File: config.mk
export PLATFORM = sky130hd
export DESIGN_NAME = ipm_decoder
export DESIGN_NICKNAME = d
export VERILOG_FILES = /design/src/verilog/ipm_pkg.sv /design/src/verilog/ipm_pair_decode.sv /design/src/verilog/ipm_decoder.sv
export VERILOG_INCLUDE_DIRS = /design/src /design/src/verilog
export SDC_FILE = /design/constraint.sdc
export NUM_CORES = 1
export LEC_CHECK = 0
export BUFFER_PORTS_ARGS = -buffer_cell sky130_fd_sc_hd__buf_2
export CAP_MARGIN = 20
export CORE_MARGIN = 5
export CORE_UTILIZATION = 45
export CTS_BUF_LIST = sky130_fd_sc_hd__clkbuf_8 sky130_fd_sc_hd__clkbuf_16
export CTS_CLUSTER_DIAMETER = 120
export DETAILED_ROUTE_END_ITERATION = 10
export GPL_ROUTABILITY_DRIVEN = 0
export GPL_TIMING_DRIVEN = 1
export PLACE_DENSITY = 0.8
export SLEW_MARGIN = 10
export SYNTH_ARGS = -nofsm -noshare
export SYNTH_HDL_FRONTEND = slang
export SYNTH_SLANG_ARGS = --single-unit
File: constraint.sdc
create_clock -name core_clk -period 2.2 [get_ports core_clk]
set_clock_uncertainty 0.2 [all_clocks]
set_input_delay 0.22 -clock core_clk [delete_from_list [all_inputs] [get_ports core_clk]]
set_output_delay 0.22 -clock core_clk [all_outputs]
set_load 0.05 [all_outputs]
File: src/verilog/ipm_map.svh
// Constants for the input pair mode decoder: word layout, selectors, resets, read addresses.
// Assumes it is included by bare name from files that also import ipm_pkg.
`ifndef IPM_MAP_SVH
`define IPM_MAP_SVH

`define IPM_SEL_HI      15
`define IPM_SEL_LO      11
`define IPM_UNI_SEL     5'h11
`define IPM_BIP_SEL     5'h12
`define IPM_PAIR_HI     10
`define IPM_PAIR_LO     3
`define IPM_COM_BIT     2
`define IPM_PAIR_RST    8'h00
`define IPM_COM_RST     1'b0
`define IPM_SHARED_CH   4'hF
`define IPM_GND_CH      4'h0
`define IPM_ADDR_UNI    4'h0
`define IPM_ADDR_BIP    4'h1
`define IPM_ADDR_STAT   4'h2

`endif

File: src/verilog/ipm_pkg.sv
// Types shared by the input pair mode decoder files.
// Assumes nothing beyond a SystemVerilog compiler.
package ipm_pkg;
  // Input configuration chosen for one conversion
  typedef enum logic [1:0] {
    ipm_single,
    ipm_diff,
    ipm_common
  } ipm_mode_t;
endpackage : ipm_pkg

File: src/verilog/ipm_pair_decode.sv
// Combinational decode of one channel's pair bits into input configuration and coding.
// Assumes the caller has already picked the pair bits that belong to the channel.
`timescale 1ns/10ps
`include "ipm_map.svh"
module ipm_pair_decode
  import ipm_pkg::*;
(
  input  wire logic [3:0] chan,
  input  wire logic       uni_bit,
  input  wire logic       bip_bit,
  input  wire logic       com_en,
  output ipm_mode_t       mode,
  output logic            twos,
  output logic [3:0]      pos_ch,
  output logic [3:0]      neg_ch
);
  // Common reference covers inputs below the shared one; it is the shared pin itself
  wire       use_com  = com_en && (chan != `IPM_SHARED_CH);
  // Unipolar bit takes precedence over bipolar bit
  wire       use_diff = uni_bit || bip_bit;
  wire [3:0] even_ch  = {chan[3:1], 1'b0};
  wire [3:0] odd_ch   = {chan[3:1], 1'b1};

  // Priority: common reference, then pair, then single-ended
  assign mode   = use_com ? ipm_common : (use_diff ? ipm_diff : ipm_single);
  assign twos   = !use_com && !uni_bit && bip_bit;
  assign pos_ch = (use_com || !use_diff) ? chan : even_ch;
  assign neg_ch = use_com ? `IPM_SHARED_CH : (use_diff ? odd_ch : `IPM_GND_CH);
endmodule : ipm_pair_decode

File: src/verilog/ipm_decoder.sv
// Input pair mode decoder: holds pair and common-reference settings, decodes per conversion.
// Assumes a configuration port with one-cycle strobes and a one-cycle conversion start pulse.
`timescale 1ns/10ps
`include "ipm_map.svh"
module ipm_decoder
  import ipm_pkg::*;
#(
  parameter int NUM_CH = 16
)
(
  input  wire logic        core_clk,
  input  wire logic        nrst,
  input  wire logic [3:0]  cfg_addr,
  input  wire logic [15:0] cfg_wdata,
  input  wire logic        cfg_wr,
  input  wire logic        cfg_rd,
  output logic [15:0]      cfg_rdata,
  input  wire logic        conv_start,
  input  wire logic [3:0]  channel_select_field,
  output logic             conv_taken,
  output ipm_mode_t        conv_mode,
  output logic             conv_twos,
  output logic [3:0]       conv_pos_ch,
  output logic [3:0]       conv_neg_ch
);
  localparam int NUM_PAIRS = 8;

  // Word layout holds eight pairs; odd counts would split a pair, so refuse them at elaboration
  if (NUM_CH < 2 || NUM_CH > 16 || (NUM_CH % 2) != 0) begin : g_bad_num_ch
    $error("ipm_decoder: NUM_CH must be even and between 2 and 16");
  end

  // Pair p sits at word bit 10-p, so raw index is 7-p
  function automatic logic pair_bit(input logic [7:0] raw, input logic [3:0] ch);
    logic [2:0] idx;
    idx = 3'(NUM_PAIRS - 1) - ch[3:1];
    return raw[idx];
  endfunction : pair_bit

  logic [7:0]  uni_pairs_r;
  logic [7:0]  uni_pairs_nxt;
  logic [7:0]  bip_pairs_r;
  logic [7:0]  bip_pairs_nxt;
  logic        common_reference_enable_r;
  logic        common_reference_enable_nxt;
  logic [15:0] rdata_r;
  logic [15:0] rdata_nxt;
  logic        taken_r;
  ipm_mode_t   mode_r;
  logic        twos_r;
  logic [3:0]  pos_r;
  logic [3:0]  neg_r;

  // Selector decode of the incoming configuration word
  wire [4:0] word_sel              = cfg_wdata[`IPM_SEL_HI:`IPM_SEL_LO];
  wire       unipolar_word_selector = cfg_wr && (word_sel == `IPM_UNI_SEL);
  wire       bipolar_word_selector  = cfg_wr && (word_sel == `IPM_BIP_SEL);

  // Next register values; other selectors belong to other blocks and are ignored here
  assign uni_pairs_nxt = unipolar_word_selector ? cfg_wdata[`IPM_PAIR_HI:`IPM_PAIR_LO] : uni_pairs_r;
  assign bip_pairs_nxt = bipolar_word_selector ? cfg_wdata[`IPM_PAIR_HI:`IPM_PAIR_LO] : bip_pairs_r;
  assign common_reference_enable_nxt = unipolar_word_selector ? cfg_wdata[`IPM_COM_BIT]
                                                              : common_reference_enable_r;

  // Configuration storage
  always_ff @(posedge core_clk or negedge nrst) begin
    if (!nrst) begin
      uni_pairs_r               <= `IPM_PAIR_RST;
      bip_pairs_r               <= `IPM_PAIR_RST;
      common_reference_enable_r <= `IPM_COM_RST;
    end else begin
      uni_pairs_r               <= uni_pairs_nxt;
      bip_pairs_r               <= bip_pairs_nxt;
      common_reference_enable_r <= common_reference_enable_nxt;
    end
  end

  // Per-channel bit pick, same pattern for every pair
  wire pair_unipolar_diff_bit = pair_bit(uni_pairs_r, channel_select_field);
  wire pair_bipolar_diff_bit  = pair_bit(bip_pairs_r, channel_select_field);

  ipm_mode_t dec_mode;
  logic      dec_twos;
  logic [3:0] dec_pos;
  logic [3:0] dec_neg;

  ipm_pair_decode u_dec (
    .chan    (channel_select_field),
    .uni_bit (pair_unipolar_diff_bit),
    .bip_bit (pair_bipolar_diff_bit),
    .com_en  (common_reference_enable_r),
    .mode    (dec_mode),
    .twos    (dec_twos),
    .pos_ch  (dec_pos),
    .neg_ch  (dec_neg)
  );

  // Snapshot at start; a write in the same cycle lands only for the next conversion
  always_ff @(posedge core_clk or negedge nrst) begin
    if (!nrst) begin
      taken_r <= 1'b0;
      mode_r  <= ipm_single;
      twos_r  <= 1'b0;
      pos_r   <= 4'h0;
      neg_r   <= 4'h0;
    end else begin
      taken_r <= conv_start;
      if (conv_start) begin
        mode_r <= dec_mode;
        twos_r <= dec_twos;
        pos_r  <= dec_pos;
        neg_r  <= dec_neg;
      end
    end
  end

  // Readback mux; data stands only in the cycle after the read strobe
  wire [15:0] uni_word  = {`IPM_UNI_SEL, uni_pairs_r, common_reference_enable_r, 2'b00};
  wire [15:0] bip_word  = {`IPM_BIP_SEL, bip_pairs_r, 3'b000};
  wire [15:0] stat_word = {5'h00, mode_r, twos_r, pos_r, neg_r};
  assign rdata_nxt = !cfg_rd                      ? 16'h0000 :
                     (cfg_addr == `IPM_ADDR_UNI)  ? uni_word :
                     (cfg_addr == `IPM_ADDR_BIP)  ? bip_word :
                     (cfg_addr == `IPM_ADDR_STAT) ? stat_word : 16'h0000;

  // Read data register
  always_ff @(posedge core_clk or negedge nrst) begin
    if (!nrst) begin
      rdata_r <= 16'h0000;
    end else begin
      rdata_r <= rdata_nxt;
    end
  end

  assign cfg_rdata   = rdata_r;
  assign conv_taken  = taken_r;
  assign conv_mode   = mode_r;
  assign conv_twos   = twos_r;
  assign conv_pos_ch = pos_r;
  assign conv_neg_ch = neg_r;
endmodule : ipm_decoder

==> reports/metrics.csv <==
metric;value;unit
status;finished clean;
grt_pass1_vias;1497;
die_y;74.1;um
busiest_layer;met2;
grt_pass1_wl;7250;um
detail-route-antenna-nets;0;
synth_top_family_by_area;multiplexers;
pin_count;57;
cts_resized;0;
synthAdderAreaFrac;0;%
clk_pin_slew;0.07;ns
via_count;1447;
tightest_slew;0.628;ns
wl;4280;um
rows;23;
synth_cells;151;
core-area;0.00400;sq mm
crit_fanout;5;
dr.pass1.iters;4;
clk_path_buf_depth;2;
fin_tns_setup;0;ns
clock_sinks;43;
drive_above_1_share;36.5;%
grt_use_met1;22.0;%
wire_per_inst;15.9;um
areaGrowthSynthToFinish;27.5;%
timing.final.crit_period;1.80;ns
postCtsSetupBuffers;0;
maxCapViolations;0;
synthMuxAreaShare;17.7;%
p_sw_share;33.3;%
initial_core_util;46.2;%
die-area;0.00549;sq mm
pwr-share-seq;51.1;%
power_frac_clock;23.2;%
worstPathRequired;2.17;ns
grt_overflow;0;
vdd_drop_max;0.400;mV
hold_viol;0;
tritoncts;built;
num_antenna_cells;0;
grt_max_degree;30;
cellLeakagePower;1.20;nW
fill_cells;358;
startpoint_type;register;
yosysWarnings;0;
setup_viol;0;
synth_xor_area_share;0;%
p_total;1.93;mW
netlist_area;0.00185;sq mm
rsz0062_at_grt;no;
cts_max_level;2;
vias_per_cell;5.38;
clk_latency;0.29;ns
grtUsageMet3;5.41;%
synth_compound_area_share;12.0;%
met2_usage;29.0;%
antenna_found_initial;0;
fmax;555;MHz
drcViolationCount;0;
ys_types;28;
grtUsageTotal;17.6;%
hold_path.class;in -> reg;
dpl.hpwl;3220;um
cts_made_buffers;5;
worstSetupPathType;reg -> reg;
nets;249;
relSlewSlack;58.1;%
drv_slew;0;
ys_ff_latch;43;
power_density;819;mW/mm^2
fin_util;58.9;%
numPortBuffers;52;
arrival;1.77;ns
place_area;0.00216;sq mm
p_comb_share;25.7;%
synthSimpleGateAreaFrac;8.19;%
cts_root_buffer;clkbuf_8;
seq_area_frac_synth;58.2;%
internal-power;1.29;mW
syn_avg_cell_area;12.2;sq um
endpoint_kind;register;
fin_area;0.00236;sq mm
p_switching;642;uW
drtIter0Drc;120;
fin_crit_sh;81.9;%
die_w;74.1;um
per-stage QoR:
| stage | worst slack (ns) | cells | hold WS [ns] |
|---|---|---|---|
| floorplan | 0.527 | 152 | -0.276 |
| global placement | 0.370 | 251 | 0.0695 |
| detailed placement | 0.312 | 251 | 0.0741 |
| CTS | 0.395 | 269 | 0.0350 |
| global route | 0.269 | 269 | 0.0618 |
| finish | 0.399 | 269 | 0.0433 |
per-layer routing:
layer	up-vias	share of wire [%]
li1	677	-
met1	711	41
met2	52	49
met3	7	8.4
met4	0	1.6
met5	-	0
critical path, stage by stage (launching register included):
cell and delay (ns):
dfrtp_1 0.41, mux4_1 0.51, mux2i_1 0.25, and2_4 0.23, o21ai_0 0.09
state kept, by name, summed over array words and instances, names as in the netlist:
signal / count
conv_twos: 1
conv_pos_ch: 4
conv_mode: 2
bip_pairs_r: 8
conv_taken: 1
uni_pairs_r: 8
conv_neg_ch: 4
common_reference_enable_r: 1
cfg_rdata: 14
final cells by class:
type	instances	area (sq um)	area share, %
Clock inverter	1	3.75	0.159
Tap cell	50	62.6	2.66
Inverter	7	26.3	1.12
Sequential cell	43	1080	45.7
Clock buffer	5	68.8	2.92
Timing Repair Buffer	68	410	17.4
Multi-Input combinational cell	95	708	30.1
layout by cell type (no fill, tap or decap), drive strengths merged, types with 4 or more instances in the layout:
cell	n
clkbuf	5
inv	8
dlygate4sd3	12
buf	56
dfrtp	43
a21oi	8
nor2	4
nand2	14
o21ai	23
mux2	18
mux4	4
cells by family after synthesis:
kind of cell	after synthesis
flip-flops	43
AO/OA/AOI/OAI	39
AND/OR/NAND/NOR	30
multiplexers	24
buffers and inverters	14
other	1
what timing repair did:
action / CTS / global route
hold buffers: 12 / 0
endpoints found under the setup margin: 0 / 0
hold endpoints to repair: 46 / 0
path summary, 6_finish.rpt:
check                                      startpoint                         end  slack [ns]  cells past startpoint
setup / recovery           uni_pairs_r[2]$_DFFE_PN0P_  conv_neg_ch[1]$_DFFE_PN0P_        0.40                      4
setup reg to reg           uni_pairs_r[2]$_DFFE_PN0P_  conv_neg_ch[1]$_DFFE_PN0P_        0.40                      4
min in group asynchronous                        nrst  conv_pos_ch[3]$_DFFE_PN0P_        0.28                      2
hold reg to reg              conv_mode[0]$_DFFE_PN0P_    conv_mode[0]$_DFFE_PN0P_        0.33                      1
hold / removal                channel_select_field[3]  conv_pos_ch[3]$_DFFE_PN0P_        0.04                      3
max in group asynchronous                        nrst  bip_pairs_r[3]$_DFFE_PN0P_        0.96                      3
power by group through the flow:
| stage | clock network [mW] | logic (mW) | registers (mW) |
|---|---|---|---|
| global route | 0.494 | 0.536 | 1.00 |
| floorplan | 0 | 0.185 | 1.14 |
| finish | 0.447 | 0.496 | 0.987 |
| detailed placement | 0 | 0.484 | 1.00 |
| CTS | 0.462 | 0.500 | 0.986 |
| global placement | 0 | 0.471 | 0.995 |
synth_stat cells:
master / count / area (sq um)
nand3b_1: 2 / 15.0
and2_1: 1 / 6.26
nor3_1: 1 / 5.00
nor4bb_1: 1 / 10.0
dfrtp_1: 43 / 1080
a21boi_0: 3 / 22.5
nand3_1: 1 / 5.00
nand4_1: 1 / 6.26
buf_4: 2 / 15.0
a32o_1: 1 / 10.0
nor2_1: 4 / 15.0
a41oi_1: 1 / 8.76
o21a_1: 1 / 7.51
o2bb2ai_1: 1 / 8.76
a32oi_1: 1 / 8.76
and2_4: 1 / 8.76
conb_1: 1 / 3.75
mux2_2: 18 / 203
buf_6: 1 / 11.3
o21ai_0: 23 / 115
nand2_1: 14 / 52.6
clkbuf_1: 4 / 15.0
inv_1: 7 / 26.3
and3_1: 3 / 18.8
nor4b_1: 1 / 8.76
mux4_1: 4 / 105
mux2i_1: 2 / 20.0
a21oi_1: 8 / 40.0
Note: power is estimated with default switching activity, not from simulation.
